==> config.mk <==
export PLATFORM = sky130hd
export DESIGN_NAME = fxs_crosspoint
export DESIGN_NICKNAME = d
export VERILOG_FILES = /design/src/rtl/fxs_pkg.sv /design/src/rtl/fxs_crosspoint.sv /design/src/rtl/fxs_fifo.sv /design/src/rtl/fxs_out_path.sv
export SDC_FILE = /design/constraint.sdc
export NUM_CORES = 2
export LEC_CHECK = 0
export ABC_AREA = 0
export BUFFER_PORTS_ARGS = -buffer_cell sky130_fd_sc_hd__buf_2
export CAP_MARGIN = 20
export CELL_PAD_IN_SITES_DETAIL_PLACEMENT = 0
export CELL_PAD_IN_SITES_GLOBAL_PLACEMENT = 1
export CORE_ASPECT_RATIO = 1.25
export CORE_MARGIN = 10
export CORE_UTILIZATION = 55
export DETAILED_ROUTE_END_ITERATION = 10
export PLACE_DENSITY_LB_ADDON = 0.1
export REMOVE_ABC_BUFFERS = 1
export SLEW_MARGIN = 20
export SYNTH_ARGS = -nofsm -noshare
export SYNTH_HDL_FRONTEND = slang
export SYNTH_SLANG_ARGS = --single-unit
==> constraint.sdc <==
create_clock -name clock -period 10.4 [get_ports clock]
set_clock_uncertainty 0.2 [all_clocks]
set_input_delay 0 -clock clock [delete_from_list [all_inputs] [get_ports clock]]
set_output_delay 0 -clock clock [all_outputs]
set_load 0.02 [all_outputs]
==> src/rtl/fxs_pkg.sv <==
// Shared constants, types and helpers of the fiber-to-SDI crosspoint
package fxs_pkg;

  // ----------------------------------------------------------------
  // Sizes
  // ----------------------------------------------------------------
  localparam int WORD_W = 20;
  localparam int IN_MAX = 4;
  localparam int OUT_NUM = 4;
  localparam int SEL_W = 2;
  localparam int CNT_W = 13;
  localparam int FIFO_DEPTH = 8;

  // ----------------------------------------------------------------
  // Timing and rate classification
  // ----------------------------------------------------------------
  localparam int CLK_MHZ = 250;
  localparam int WINDOW_CYC = 4096;
  localparam int RATE_3G_MBPS = 2970;
  localparam int RATE_HD_MBPS = 1485;
  localparam int RATE_SD_MBPS = 270;
  localparam int RATE_MIN_MBPS = 19;
  localparam int RATE_MAX_MBPS = 3000;
  localparam int TOL_PCT = 2;

  // Words expected in one window for a given line rate
  function automatic int words_for(input int mbps);
    words_for = (mbps * WINDOW_CYC) / (CLK_MHZ * WORD_W);
  endfunction

  localparam int CNT_3G = words_for(RATE_3G_MBPS);
  localparam int CNT_HD = words_for(RATE_HD_MBPS);
  localparam int CNT_SD = words_for(RATE_SD_MBPS);
  localparam int CNT_MIN = words_for(RATE_MIN_MBPS);
  localparam int CNT_MAX = words_for(RATE_MAX_MBPS) + 1;

  // ----------------------------------------------------------------
  // Register map
  // ----------------------------------------------------------------
  localparam int ADDR_W = 4;
  localparam logic [3:0] OFS_SEL = 4'h0;
  localparam logic [3:0] OFS_CTRL = 4'h4;
  localparam logic [3:0] OFS_STAT = 4'h8;
  localparam logic [3:0] OFS_INFO = 4'hC;
  localparam int CTRL_BYP_LSB = 0;
  localparam int CTRL_MUTE_LSB = 4;
  localparam int STAT_FLD_W = 5;
  localparam int STAT_STRIDE = 8;
  localparam logic [3:0] BYP_RST = 4'h0;
  localparam logic [3:0] MUTE_RST = 4'hF;

  // ----------------------------------------------------------------
  // Types
  // ----------------------------------------------------------------
  typedef enum logic [2:0] {FMT_NONE, FMT_SD, FMT_HD, FMT_3G, FMT_VALID} fxs_fmt_t;

  typedef struct packed {
    logic valid;
    logic [WORD_W-1:0] data;
  } fxs_stream_t;

  typedef struct packed {
    fxs_fmt_t fmt;
    logic locked;
    logic noLock;
  } fxs_status_t;

  function automatic logic in_band(input int cnt, input int nominal);
    in_band = (cnt * 100 >= nominal * (100 - TOL_PCT)) &&
              (cnt * 100 <= nominal * (100 + TOL_PCT));
  endfunction

endpackage

==> src/rtl/fxs_crosspoint.sv <==
// Top of the fiber-to-SDI crosspoint with status and register port
`timescale 1ns/10ps
`default_nettype none
// How it works
// - Every output has its own selector picking the fiber input that feeds it.
// - One input may feed several outputs at once, as a distribution amplifier.
// - Only fitted inputs can be selected; other selections are ignored.
// - Each output reports 3G, HD or SD when its rate matches that standard.
// - Usable but non-standard signals report a generic valid format.
// - A recognised standard rate on an output reports reclocker locked.
// - A passed but unrecognised signal reports the no-lock indication.
// - Rate detection and reclocking cover 19 Mbps up to 3 Gbps.
// - Reclock buffering sits ahead of the automute stage in each path.
// - Automute blanks output data while the reclocker is not locked.
// - Per output, reclock bypass lets non-standard signals through unmuted.
// - Rate and lock status of all four outputs is readable by software.
// - Reset leaves reclock bypass off and automute on for every output.
module fxs_crosspoint
  import fxs_pkg::*;
#(
  parameter int NUM_INPUTS = IN_MAX
) (
  input wire logic clock,
  input wire logic rst,
  input wire logic [ADDR_W-1:0] regAddr,
  input wire logic [31:0] regWrData,
  input wire logic regWr,
  input wire logic regRd,
  output logic [31:0] regRdData,
  input wire fxs_stream_t fiberIn [IN_MAX],
  output logic [IN_MAX-1:0] fiberReady,
  output fxs_stream_t sdiOut [OUT_NUM],
  input wire logic [OUT_NUM-1:0] sdiReady,
  output fxs_status_t sdiStatus [OUT_NUM]
);

  // ----------------------------------------------------------------
  // State
  // ----------------------------------------------------------------
  logic [SEL_W-1:0] sel_ff [OUT_NUM];
  logic [SEL_W-1:0] nxt_sel [OUT_NUM];
  logic [OUT_NUM-1:0] selChg_ff, nxt_selChg;
  logic [OUT_NUM-1:0] bypass_ff, nxt_bypass;
  logic [OUT_NUM-1:0] automute_ff, nxt_automute;
  logic [31:0] rdData_ff, nxt_rdData;
  logic [IN_MAX-1:0] ready_ff, nxt_ready;
  logic wrSel, wrCtrl;
  localparam int FILL_W = $clog2(FIFO_DEPTH) + 1;

  fxs_stream_t pathIn [OUT_NUM];
  logic [OUT_NUM-1:0] pathReady;
  fxs_status_t pathStatus [OUT_NUM];

  // Default routing is straight through where that input is fitted
  function automatic logic [SEL_W-1:0] sel_reset(input int o);
    sel_reset = (o < NUM_INPUTS) ? SEL_W'(o) : '0;
  endfunction

  function automatic logic fitted(input logic [SEL_W-1:0] s);
    fitted = (int'(s) < NUM_INPUTS);
  endfunction

  // Source field of one output within a route word
  function automatic logic [SEL_W-1:0] sel_field(input logic [31:0] d, input int o);
    sel_field = d[o*SEL_W +: SEL_W];
  endfunction

  // ----------------------------------------------------------------
  // Control registers
  // ----------------------------------------------------------------
  // Write decode, shared by the route and control registers
  assign wrSel = regWr && (regAddr == OFS_SEL);
  assign wrCtrl = regWr && (regAddr == OFS_CTRL);

  always_comb begin
    nxt_bypass = bypass_ff;
    nxt_automute = automute_ff;
    nxt_selChg = '0;
    for (int o = 0; o < OUT_NUM; o++) begin
      nxt_sel[o] = sel_ff[o];
    end
    if (wrSel) begin
      for (int o = 0; o < OUT_NUM; o++) begin
        // A source that is not fitted leaves the old route in place
        if (fitted(sel_field(regWrData, o))) begin
          nxt_sel[o] = sel_field(regWrData, o);
          nxt_selChg[o] = (sel_field(regWrData, o) != sel_ff[o]);
        end
      end
    end
    if (wrCtrl) begin
      nxt_bypass = regWrData[CTRL_BYP_LSB +: OUT_NUM];
      nxt_automute = regWrData[CTRL_MUTE_LSB +: OUT_NUM];
    end
  end

  always_ff @(posedge clock) begin
    if (rst) begin
      for (int o = 0; o < OUT_NUM; o++) begin
        sel_ff[o] <= sel_reset(o);
      end
      selChg_ff <= '0;
      bypass_ff <= BYP_RST;
      automute_ff <= MUTE_RST;
    end else begin
      for (int o = 0; o < OUT_NUM; o++) begin
        sel_ff[o] <= nxt_sel[o];
      end
      selChg_ff <= nxt_selChg;
      bypass_ff <= nxt_bypass;
      automute_ff <= nxt_automute;
    end
  end

  // ----------------------------------------------------------------
  // Read port
  // ----------------------------------------------------------------
  always_comb begin
    nxt_rdData = '0;
    if (regRd) begin
      case (regAddr)
        OFS_SEL: begin
          for (int o = 0; o < OUT_NUM; o++) begin
            nxt_rdData[o*SEL_W +: SEL_W] = sel_ff[o];
          end
        end
        OFS_CTRL: begin
          nxt_rdData[CTRL_BYP_LSB +: OUT_NUM] = bypass_ff;
          nxt_rdData[CTRL_MUTE_LSB +: OUT_NUM] = automute_ff;
        end
        OFS_STAT: begin
          for (int o = 0; o < OUT_NUM; o++) begin
            nxt_rdData[o*STAT_STRIDE +: STAT_FLD_W] = pathStatus[o];
          end
        end
        OFS_INFO: begin
          nxt_rdData[2:0] = 3'(NUM_INPUTS);
        end
        default: begin
          nxt_rdData = '0;
        end
      endcase
    end
  end

  always_ff @(posedge clock) begin
    if (rst) begin
      rdData_ff <= '0;
    end else begin
      rdData_ff <= nxt_rdData;
    end
  end

  assign regRdData = rdData_ff;

  // ----------------------------------------------------------------
  // Crossbar
  // ----------------------------------------------------------------
  always_comb begin
    for (int o = 0; o < OUT_NUM; o++) begin
      pathIn[o] = fiberIn[sel_ff[o]];
      // Hold the path idle while its route is being switched
      if (selChg_ff[o]) begin
        pathIn[o].valid = 1'b0;
      end
    end
  end

  // An input advances only when every output it feeds has room
  always_comb begin
    for (int i = 0; i < IN_MAX; i++) begin
      nxt_ready[i] = (i < NUM_INPUTS);
      for (int o = 0; o < OUT_NUM; o++) begin
        if (int'(sel_ff[o]) == i && !pathReady[o]) begin
          nxt_ready[i] = 1'b0;
        end
      end
    end
  end

  // Ready lags one cycle; the FIFO headroom absorbs the extra word
  always_ff @(posedge clock) begin
    if (rst) begin
      ready_ff <= '0;
    end else begin
      ready_ff <= nxt_ready;
    end
  end

  assign fiberReady = ready_ff;

  // ----------------------------------------------------------------
  // Output paths
  // ----------------------------------------------------------------
  for (genvar o = 0; o < OUT_NUM; o++) begin : g_path
    fxs_stream_t gatedIn;
    logic fifoReady;
    logic [FILL_W-1:0] fill_ff, nxt_fill;
    logic push, pop;

    always_comb begin
      gatedIn = pathIn[o];
      // Word counts as taken only when the shared input really moves
      gatedIn.valid = pathIn[o].valid && ready_ff[sel_ff[o]];
    end

    fxs_out_path #(.DEPTH(FIFO_DEPTH)) u_path (
      .clock(clock),
      .rst(rst),
      .selChanged(selChg_ff[o]),
      .bypassReclock(bypass_ff[o]),
      .automuteEn(automute_ff[o]),
      .inStream(gatedIn),
      .inReady(fifoReady),
      .outStream(sdiOut[o]),
      .outReady(sdiReady[o]),
      .status(pathStatus[o])
    );

    // Local copy of the buffer fill, so no reference reaches into the path
    always_comb begin
      push = gatedIn.valid && fifoReady;
      // Buffer pops whenever its output register is free or being taken
      pop = (fill_ff != '0) && (!sdiOut[o].valid || sdiReady[o]);
      nxt_fill = fill_ff;
      if (push && !pop) begin
        nxt_fill = fill_ff + 1'b1;
      end else if (pop && !push) begin
        nxt_fill = fill_ff - 1'b1;
      end
    end

    always_ff @(posedge clock) begin
      if (rst) begin
        fill_ff <= '0;
      end else begin
        fill_ff <= nxt_fill;
      end
    end

    // Keep one slot free so the late ready never overruns
    assign pathReady[o] = fifoReady && !(gatedIn.valid &&
                          fill_ff == FILL_W'(FIFO_DEPTH - 1));
    assign sdiStatus[o] = pathStatus[o];
  end

endmodule
`default_nettype wire

==> src/rtl/fxs_fifo.sv <==
// Small synchronous FIFO with valid/ready on both sides
`timescale 1ns/10ps
`default_nettype none
module fxs_fifo #(
  parameter int WIDTH = 20,
  parameter int DEPTH = 8
) (
  input wire logic clock,
  input wire logic rst,
  input wire logic inValid,
  output logic inReady,
  input wire logic [WIDTH-1:0] inData,
  output logic outValid,
  input wire logic outReady,
  output logic [WIDTH-1:0] outData
);
  localparam int PTR_W = $clog2(DEPTH);

  logic [WIDTH-1:0] mem [DEPTH];
  logic [PTR_W-1:0] wrPtr_ff, nxt_wrPtr, rdPtr_ff, nxt_rdPtr;
  logic [PTR_W:0] count_ff, nxt_count;
  logic push, pop;

  // ----------------------------------------------------------------
  // Pointers
  // ----------------------------------------------------------------
  assign inReady = (count_ff != PTR_W'(0) + (PTR_W+1)'(DEPTH));
  assign outValid = (count_ff != '0);
  assign outData = mem[rdPtr_ff];

  always_comb begin
    push = inValid && inReady;
    pop = outValid && outReady;
    nxt_wrPtr = push ? PTR_W'((wrPtr_ff + 1'b1) % DEPTH) : wrPtr_ff;
    nxt_rdPtr = pop ? PTR_W'((rdPtr_ff + 1'b1) % DEPTH) : rdPtr_ff;
    nxt_count = count_ff + (PTR_W+1)'(push) - (PTR_W+1)'(pop);
  end

  always_ff @(posedge clock) begin
    if (rst) begin
      wrPtr_ff <= '0;
      rdPtr_ff <= '0;
      count_ff <= '0;
    end else begin
      wrPtr_ff <= nxt_wrPtr;
      rdPtr_ff <= nxt_rdPtr;
      count_ff <= nxt_count;
    end
  end

  // Storage has no reset; only words below count are ever read
  always_ff @(posedge clock) begin
    if (push) begin
      mem[wrPtr_ff] <= inData;
    end
  end

endmodule
`default_nettype wire

==> src/rtl/fxs_out_path.sv <==
// One output path: rate detection, reclock buffer and automute
`timescale 1ns/10ps
`default_nettype none
module fxs_out_path
  import fxs_pkg::*;
#(
  parameter int DEPTH = FIFO_DEPTH
) (
  input wire logic clock,
  input wire logic rst,
  input wire logic selChanged,
  input wire logic bypassReclock,
  input wire logic automuteEn,
  input wire fxs_stream_t inStream,
  output logic inReady,
  output fxs_stream_t outStream,
  input wire logic outReady,
  output fxs_status_t status
);
  logic [CNT_W-1:0] winCnt_ff, nxt_winCnt, wordCnt_ff, nxt_wordCnt;
  fxs_status_t status_ff, nxt_status;
  fxs_stream_t out_ff, nxt_out;
  logic fifoValid, fifoReady;
  logic [WORD_W-1:0] fifoData;
  logic mute;

  // ----------------------------------------------------------------
  // Reclock buffer
  // ----------------------------------------------------------------
  fxs_fifo #(.WIDTH(WORD_W), .DEPTH(DEPTH)) u_fifo (
    .clock(clock),
    .rst(rst),
    .inValid(inStream.valid),
    .inReady(inReady),
    .inData(inStream.data),
    .outValid(fifoValid),
    .outReady(fifoReady),
    .outData(fifoData)
  );

  // ----------------------------------------------------------------
  // Rate detection over a fixed window
  // ----------------------------------------------------------------
  function automatic fxs_status_t classify(input logic [CNT_W-1:0] cnt);
    int c;
    c = int'(cnt);
    classify.fmt = FMT_NONE;
    if (in_band(c, CNT_3G)) begin
      classify.fmt = FMT_3G;
    end else if (in_band(c, CNT_HD)) begin
      classify.fmt = FMT_HD;
    end else if (in_band(c, CNT_SD)) begin
      classify.fmt = FMT_SD;
    end else if (c >= CNT_MIN && c <= CNT_MAX) begin
      classify.fmt = FMT_VALID;
    end
    classify.locked = (classify.fmt == FMT_3G) || (classify.fmt == FMT_HD) ||
                      (classify.fmt == FMT_SD);
    classify.noLock = !classify.locked;
  endfunction

  always_comb begin
    nxt_winCnt = winCnt_ff + 1'b1;
    nxt_wordCnt = wordCnt_ff + CNT_W'(inStream.valid && inReady);
    nxt_status = status_ff;
    if (selChanged) begin
      // Old source's count says nothing about the new one
      nxt_winCnt = '0;
      nxt_wordCnt = '0;
      nxt_status = '{fmt: FMT_NONE, locked: 1'b0, noLock: 1'b1};
    end else if (winCnt_ff == CNT_W'(WINDOW_CYC - 1)) begin
      nxt_winCnt = '0;
      nxt_wordCnt = '0;
      nxt_status = classify(wordCnt_ff);
    end
  end

  // ----------------------------------------------------------------
  // Automute after the reclock stage
  // ----------------------------------------------------------------
  assign mute = automuteEn && !bypassReclock && !status_ff.locked;
  assign fifoReady = !out_ff.valid || outReady;

  always_comb begin
    nxt_out = out_ff;
    if (fifoReady) begin
      nxt_out.valid = fifoValid;
      nxt_out.data = mute ? '0 : fifoData;
    end
  end

  always_ff @(posedge clock) begin
    if (rst) begin
      winCnt_ff <= '0;
      wordCnt_ff <= '0;
      status_ff <= '{fmt: FMT_NONE, locked: 1'b0, noLock: 1'b1};
      out_ff <= '0;
    end else begin
      winCnt_ff <= nxt_winCnt;
      wordCnt_ff <= nxt_wordCnt;
      status_ff <= nxt_status;
      out_ff <= nxt_out;
    end
  end

  assign outStream = out_ff;
  assign status = status_ff;

endmodule
`default_nettype wire

## Yosys cells after proc, flatten, opt, wreduce, memory -nomap -nowiden

Memories as Yosys holds them, arrays and structs flattened. A register that Yosys moved wholly into a read port is not among the register bits.
Cells that the tools add are included.

| operators by class | value |
|---|---|
| add/subtract/negate cells | 32 |
| multiply operators | 4 |
| div/mod/pow operators | 0 |
| order comparisons | 40 |
| equal/unequal tests | 43 |
| shift operators | 0 |
| muxes and demuxes | 91 |
| bitwise gates (word level) | 11 |
| reductions and logical operators | 150 |

Operators with widths:

| cell | number |
|---|---|
| binary-select mux 21 bit (select 2 bit) | 4 |
| two-way mux 21 bit | 8 |
| >= comparator 32 x 16 -> 1 bit (second input constant) | 4 |
| >= comparator 32 x 18 -> 1 bit (second input constant) | 4 |
| less-or-equal comparator 32 x 16 -> 1 bit (second input constant) | 4 |
| less-or-equal comparator 32 x 18 -> 1 bit (second input constant) | 4 |
| >= comparator 32 x 19 -> 1 bit (second input constant) | 3 |
| less-or-equal comparator 32 x 19 -> 1 bit (second input constant) | 3 |
| two-way mux 3 bit | 32 |
| two-way mux 20 bit | 4 |
| logical AND 1 bit | 74 |
| multiplier 13 x 5 -> 18 bit (second input constant) | 4 |
| adder 13 x 1 -> 13 bit | 4 |
| adder 13 x 1 -> 13 bit (second input constant) | 4 |
| equality test 13 x 12 -> 1 bit (second input constant) | 4 |
| >= comparator 13 x 4 -> 1 bit (second input constant) | 4 |
| less-or-equal comparator 13 x 12 -> 1 bit (second input constant) | 4 |
| logical NOT 1 bit | 32 |
| two-way mux 4 bit | 8 |
| nonzero test 4 bit | 8 |
| adder 3 x 1 -> 3 bit (second input constant) | 8 |
| equality test 3 x 2 -> 1 bit (second input constant) | 8 |
| two-way mux 1 bit | 23 |
| equality test 4 x 3 -> 1 bit (second input constant) | 5 |
| 30 further kinds | 111 |

| word-level totals | value |
|---|---|
| register bits | 312 |
| latch bits | 0 |
| memory bits (writable) | 648 |
| bits in read-only memories | 0 |
| bits of input ports | 128 |
| word-level logic and storage cells | 430 |
| memories kept | 5 |

Memories:

| name | depth | bits a word | read ports | clocked after Yosys merged registers in | write ports | line | RTL |
|---|---|---|---|---|---|---|---|
| g_path[0].u_path.u_fifo.mem | 8 | 20 | 1 | 1 | 1 | fxs_fifo.sv:19 | `logic [WIDTH-1:0] mem [DEPTH];` |
| g_path[1].u_path.u_fifo.mem | 8 | 20 | 1 | 1 | 1 | fxs_fifo.sv:19 |  |
| g_path[2].u_path.u_fifo.mem | 8 | 20 | 1 | 1 | 1 | fxs_fifo.sv:19 |  |
| g_path[3].u_path.u_fifo.mem | 8 | 20 | 1 | 1 | 1 | fxs_fifo.sv:19 |  |
| sel_ff | 4 | 2 | 4 | 0 | 4 | fxs_crosspoint.sv:40 | `logic [SEL_W-1:0] sel_ff [OUT_NUM];` |

## Depth between registers and ports, before layout

An unclocked memory read counts as a cell.

| depth | value |
|---|---|
| depth after elaboration | 13 |
| depth in mapped cells | 17 |
| mapped depth without buffers | 16 |

## Hierarchy

From an unflattened synthesis, not the netlist that was laid out.

| unflattened totals | value |
|---|---|
| cell total of the unflattened synthesis | 3471 |
| area total of the unflattened synthesis | 48195.0 um^2 |

By module, submodules not included:

| module | instances | cells an instance | area each (um^2) | seq. area each (um^2) |
|---|---|---|---|---|
| fxs_fifo | 4 | 311 | 6877.8 | 5064.9 |
| fxs_out_path (g_path[0].u_path ...) | 3 | 439 | 3841.2 | 1041.0 |
| fxs_crosspoint | 1 | 449 | 5211.2 | 1261.2 |
| fxs_out_path (g_path[3].u_path) | 1 | 461 | 3948.8 | 1041.0 |

## Worst setup path after synthesis

Ideal clock, no wire load.

| timing | value |
|---|---|
| path type | flip-flop to flip-flop |
| start point | register g_path[3].u_path.wordCnt_ff[6] |
| end point | register g_path[3].u_path.status_ff (netlist bit g_path[3].u_path.status[4]) |
| data arrival time | 3928 ps |
| setup slack | 6147 ps |
| stages on the path, launching flop included | 17 |
| buffers on the path | 1 |
| cell sequence | dfxtp_1 -> inv_1 -> ha_1 -> ha_1 -> inv_1 -> fa_1 -> inv_1 -> ha_1 -> dlymetal6s2s_1 -> or3b_1 -> o211ai_1 -> nor3_2 -> or4_4 -> a2111oi_4 -> a41o_1 -> o21bai_2 -> o22ai_1 |

| on the way | value |
|---|---|
| word-level cells in the longest chain between the ends | 8 |
| elaborated cells between the ends (all ways) | 19 |
| classes of those cells | mul (1); order compare (8); mux (6); reduce/logical (4) |

RTL lines:

| element | line | RTL |
|---|---|---|
| from (decl) | fxs_out_path.sv:20 | `logic [CNT_W-1:0] winCnt_ff, nxt_winCnt, wordCnt_ff, nxt_wordCnt;` |
| from (signal assigned) | fxs_out_path.sv:100 | `wordCnt_ff <= nxt_wordCnt;` |
| multiplier 13 x 5 -> 18 bit (tied with other cells) | fxs_pkg.sv:69, fxs_pkg.sv:70 |  |
| >= comparator 32 x 16 -> 1 bit (tied with other cells) | fxs_pkg.sv:69 | `in_band = (cnt * 100 >= nominal * (100 - TOL_PCT)) &&` |
| logical AND 1 bit or two-way mux 3 bit (tied branches) | fxs_pkg.sv:69, fxs_out_path.sv:54 |  |
| two-way mux 3 bit | fxs_out_path.sv:52 | `end else if (in_band(c, CNT_SD)) begin` |
| two-way mux 3 bit | fxs_out_path.sv:50 | `end else if (in_band(c, CNT_HD)) begin` |
| two-way mux 3 bit * | fxs_out_path.sv:48 | `if (in_band(c, CNT_3G)) begin` |
| two-way mux 3 bit * | fxs_out_path.sv:71 | `end else if (winCnt_ff == CNT_W'(WINDOW_CYC - 1)) begin` |
| two-way mux 3 bit * | fxs_out_path.sv:66 | `if (selChanged) begin` |
| to (signal assigned) | fxs_out_path.sv:96 | `status_ff <= '{fmt: FMT_NONE, locked: 1'b0, noLock: 1'b1};` |
| to (signal assigned) | fxs_out_path.sv:101 | `status_ff <= nxt_status;` |
| to (decl) | fxs_out_path.sv:21 | `fxs_status_t status_ff, nxt_status;` |

Mark *: on every way between the ends. The rest lies on a longest branch, timed or not. The select of a mux whose other input is x is not followed.
A chain may end at the register's enable or synchronous reset.

## Worst setup path after layout

| timing | value |
|---|---|
| start point | register g_path[3].u_path.wordCnt_ff[6] |
| end point | register g_path[3].u_path.status_ff (netlist bit g_path[3].u_path.status[3]) |

| on the way | value |
|---|---|
| word-level cells in the longest chain between the ends | 8 |
| elaborated cells between the ends (all ways) | 15 |
| classes of those cells | mul (1); order compare (6); mux (5); reduce/logical (3) |

RTL lines:

| element | line |
|---|---|
| multiplier 13 x 5 -> 18 bit * | fxs_pkg.sv:69, fxs_pkg.sv:70 |
| >= comparator 32 x 16 -> 1 bit or less-or-equal comparator 32 x 16 -> 1 bit (tied branches) | fxs_pkg.sv:69, fxs_pkg.sv:70 |
| logical AND 1 bit | fxs_pkg.sv:69 |
| two-way mux 3 bit | fxs_out_path.sv:52 |
| two-way mux 3 bit | fxs_out_path.sv:50 |
| two-way mux 3 bit * | fxs_out_path.sv:48 |
| two-way mux 3 bit * | fxs_out_path.sv:71 |
| two-way mux 3 bit * | fxs_out_path.sv:66 |

Marks and branches as above.

==> impl_metrics.csv <==
group,metric,value,unit
critical_path,r2r_slack,5.53,ns
logic_synthesis,avgSynthCellArea,13.8,um2
timing,fin_setup_tns,0,ns
critical_path,worst_ep_required_time,10.77,ns
finish,final_cells,4981,
detailed_routing,first_iter_violations,2218,
die,initial_core_util,55.5,%
die,core,84400,um2
power,vdd_drop_max,0.142,mV
min_path,min_path_type,"primary input to register",
critical_path,critical_path.startpoint_type,"register",
global_routing,grt-ovfl-total,0,
place,dp_hpwl,81000,um
timing,slew_headroom,33.8,%
timing,finalCritPeriodShare,46.8,%
logic_synthesis,yosys.area.top_type,"edfxtp_1",
finish,fillers,6289,
clocking,clk_latency,0.68,ns
clocking,cts_hold_buf,142,
logic_synthesis,yosys.cell_count.top_type,"edfxtp_1",
critical_path,r2r_cells,15,
power,power.density,187,nW/um2
power,swShare,26.8,%
logic_synthesis,synth_cell_types,94,
min_path,holdPathStages,4,
die,rows,119,
power,power_frac_seq,43.6,%
power,switching_power,2.70,mW
place,place_inst,4648,
finish,final_net_count,4288,
clocking,postCtsSetupRepairBufs,0,
logic_synthesis,synthTopCellsByCount,"edfxtp_1 (640), dfxtp_1 (323), ha_1 (322), nor2_1 (322), mux4_2 (244)",
detailed_routing,dr_wl_met2,58900,um
power,comb_power_share,21.6,%
detailed_routing,drc,0,
timing,grt_setup_unrepaired,"false",
clocking,numCtsBuffers,95,
place,dp_slack,5.59,ns
clocking,h-tree-depth,3,
critical_path,path_max_fanout,8,
timing,hold_viol_final,0,
timing,worst_pin_slew,0.991,ns
die,io_pins,268,
global_routing,grt_pass1_wl,181000,um
timing,worst_slack,5.53,ns
die,die_x,281,um
clocking,cts_tree,"built",
detailed_routing,drtAntennaViolNets,0,
power,leakage,20.7,nW
finish,post_route_cells_drive_above_1_share,21.6,%
global_routing,antenna_found_initial,18,
critical_path,arrival,5.24,ns
critical_path,end_kind,"register",
global_routing,grt_max_degree,60,
detailed_routing,wl,117000,um
logic_synthesis,netlist.area_leader.share,41.0,%
detailed_routing,wire_per_inst,23.5,um
timing,drv_slew,0,
logic_synthesis,synth_ff_type,"edfxtp_1",
clocking,cts_sinks,963,
timing,min_period,4.87,ns
logic_synthesis,synth-async-reset-ratio,0,%
logic_synthesis,ys_warn_count,0,
timing,clock.fmax,0.205,GHz
detailed_routing,wl_met1,46200,um
clocking,cts-root-buf,"clkbuf_16",
logic_synthesis,seq_area_frac_synth,54.8,%
logic_synthesis,synth_edf_count,640,
place,gp_routability_congestion,0.886,
logic_synthesis,synth_area_leaders,"edfxtp_1 (41%), dfxtp_1 (14%), mux4_2 (12%)",
finish,area.growth.synth_to_final,15.6,%
place,io_buffer_count,234,
critical_path,worstSetupPathType,"register to register",
logic_synthesis,syn_inst,3400,
critical_path,r2r-start,"g_path[3].u_path.wordCnt_ff[6]",
power,pwr-share-clk,34.8,%
detailed_routing,drtPass1Iterations,6,
global_routing,grt_use_total,24.1,%
critical_path,cp-startpoint,"g_path[3].u_path.wordCnt_ff[6]",
logic_synthesis,ys_ff_latch,963,
power,p_int,7.40,mW
detailed_routing,routed.top_layer,"met5",
detailed_routing,wl_met3,8220,um
min_path,hold_start,"regWrData[6]",
logic_synthesis,syn_area,46800,um2
critical_path,worstReg2RegEnd,"g_path[3].u_path.status[3]",
clocking,clockBufferDepth,3,
global_routing,grt_pass1_vias,31000,
flow_run,maxCapViolCount,0,
detailed_routing,dr_total_vias,29700,
die,die_area,97300,um2
clocking,clk_pin_slew,0.06,ns
min_path,worst_hold_path.endpoint,"selChg_ff[3]",
die,die_h,346,um
outcome,status,"complete, no violations",
timing,setup_viol,0,
detailed_routing,routed_via_density,5.96,
clocking,post_cts.resized_instances,0,
-- cell usage in the layout, fill, tap and decap left out, types with 81 or more instances in the layout --
| cell type | n |
|---|---|
| mux2_2 | 83 |
| clkbuf_16 | 95 |
| edfxtp_1 | 640 |
| buf_2 | 233 |
| dfxtp_1 | 315 |
| nor2_1 | 320 |
| ha_1 | 322 |
| inv_1 | 213 |
| a22oi_1 | 81 |
| xnor2_1 | 108 |
| nand2_1 | 127 |
| dlygate4sd3_1 | 142 |
| mux4_2 | 244 |
-- power by group through the flow --
stage          combinational, mW  clock [mW]  sequential (mW)
2_1_floorplan               1.38           0             4.67
3_3_place_gp                2.07           0             4.47
3_5_place_dp                2.15           0             4.49
4_1_cts                     2.21        3.58             4.41
5_1_grt                     2.39        3.75             4.43
6_report                    2.18        3.51             4.41
-- stage by stage --
| stage | hold WS (ns) | power (mW) | area [um2] | util (%) |
|---|---|---|---|---|
| after global routing | 0.0402 | 10.6 | 54100 | 64.1 |
| after detailed placement | 0.0586 | 6.64 | 49500 | 58.6 |
| after global placement | 0.0586 | 6.55 | 49400 | 58.6 |
| after floorplan | -0.133 | 6.04 | 46300 | - |
| final | 0.0301 | 10.1 | 54100 | 64.1 |
| after CTS | 0.00322 | 10.2 | 54100 | 64.1 |
-- state kept, by name (all words and copies together), names as in the netlist, named ones only --
name / cells
regRdData: 23
sel_ff: 8
g_path.u_path.u_fifo.mem: 640
fiberReady: 4
selChg_ff: 4
automute_ff: 4
g_path.fill_ff: 16
g_path.u_path.status: 20
g_path.u_path.winCnt_ff: 52
bypass_ff: 4
g_path.u_path.outStream: 84
g_path.u_path.u_fifo.rdPtr_ff: 12
g_path.u_path.u_fifo.wrPtr_ff: 12
g_path.u_path.wordCnt_ff: 52
g_path.u_path.u_fifo.count_ff: 16
-- cell type report --
type | instances | area, um2 | share of cell area (%)
antenna | 12 | 30.0 | 0.0555
timing repair buffer | 440 | 3080 | 5.69
sequential | 963 | 25700 | 47.5
inverter | 213 | 800 | 1.48
tap | 1089 | 1360 | 2.52
clock inverter | 50 | 641 | 1.18
multi-input combinational | 2085 | 20000 | 36.9
clock buffer | 129 | 2570 | 4.75
-- how the worst max path moves through the flow --
stage	end	slack, ns	cells after the start
global route	g_path[3].u_path.status[3]	5.32	15
floorplan	g_path[2].u_path.u_fifo.mem[6][0]	5.45	5
CTS	g_path[3].u_path.status[3]	5.52	15
global placement	g_path[3].u_path.status[3]	5.54	15
finish	g_path[3].u_path.status[3]	5.53	15
detailed placement	g_path[3].u_path.status[3]	5.59	15
-- worst max-delay path: stages (launching register included) --
cell       delay (ns)
dfxtp_1          0.47
inv_1            0.16
ha_1             0.32
ha_1             0.27
inv_1            0.05
fa_1             0.50
inv_1            0.04
ha_1             0.40
a2111oi_0        0.55
o21ai_1          0.21
and3_4           0.24
or4_1            0.46
o32ai_1          0.17
a32oi_1          0.22
or3_1            0.38
a21oi_1          0.14
-- metal layers --
metal,track usage [%],vias up
li1,-,13600
met1,29.8,15000
met3,4.60,191
met2,41.6,965
met5,0,-
met4,8.53,14
-- cell families (layout without fill, tap and decap cells) --
logic type / count (synthesis) / in the layout / share of synthesized area, %
DFF: 963 / 963 / 54.8
adders and majority gates: 362 / 362 / 10.3
muxes: 358 / 358 / 14.4
buffers and inverters: 360 / 832 / 3.00
xor gates and xnor gates: 162 / 162 / 3.03
and+or+nand+nor: 778 / 778 / 8.12
AOI/OAI and AO/OA: 416 / 416 / 6.31
other: 1 / 21 / 0.00801
Power figures use the tool's default switching activity.
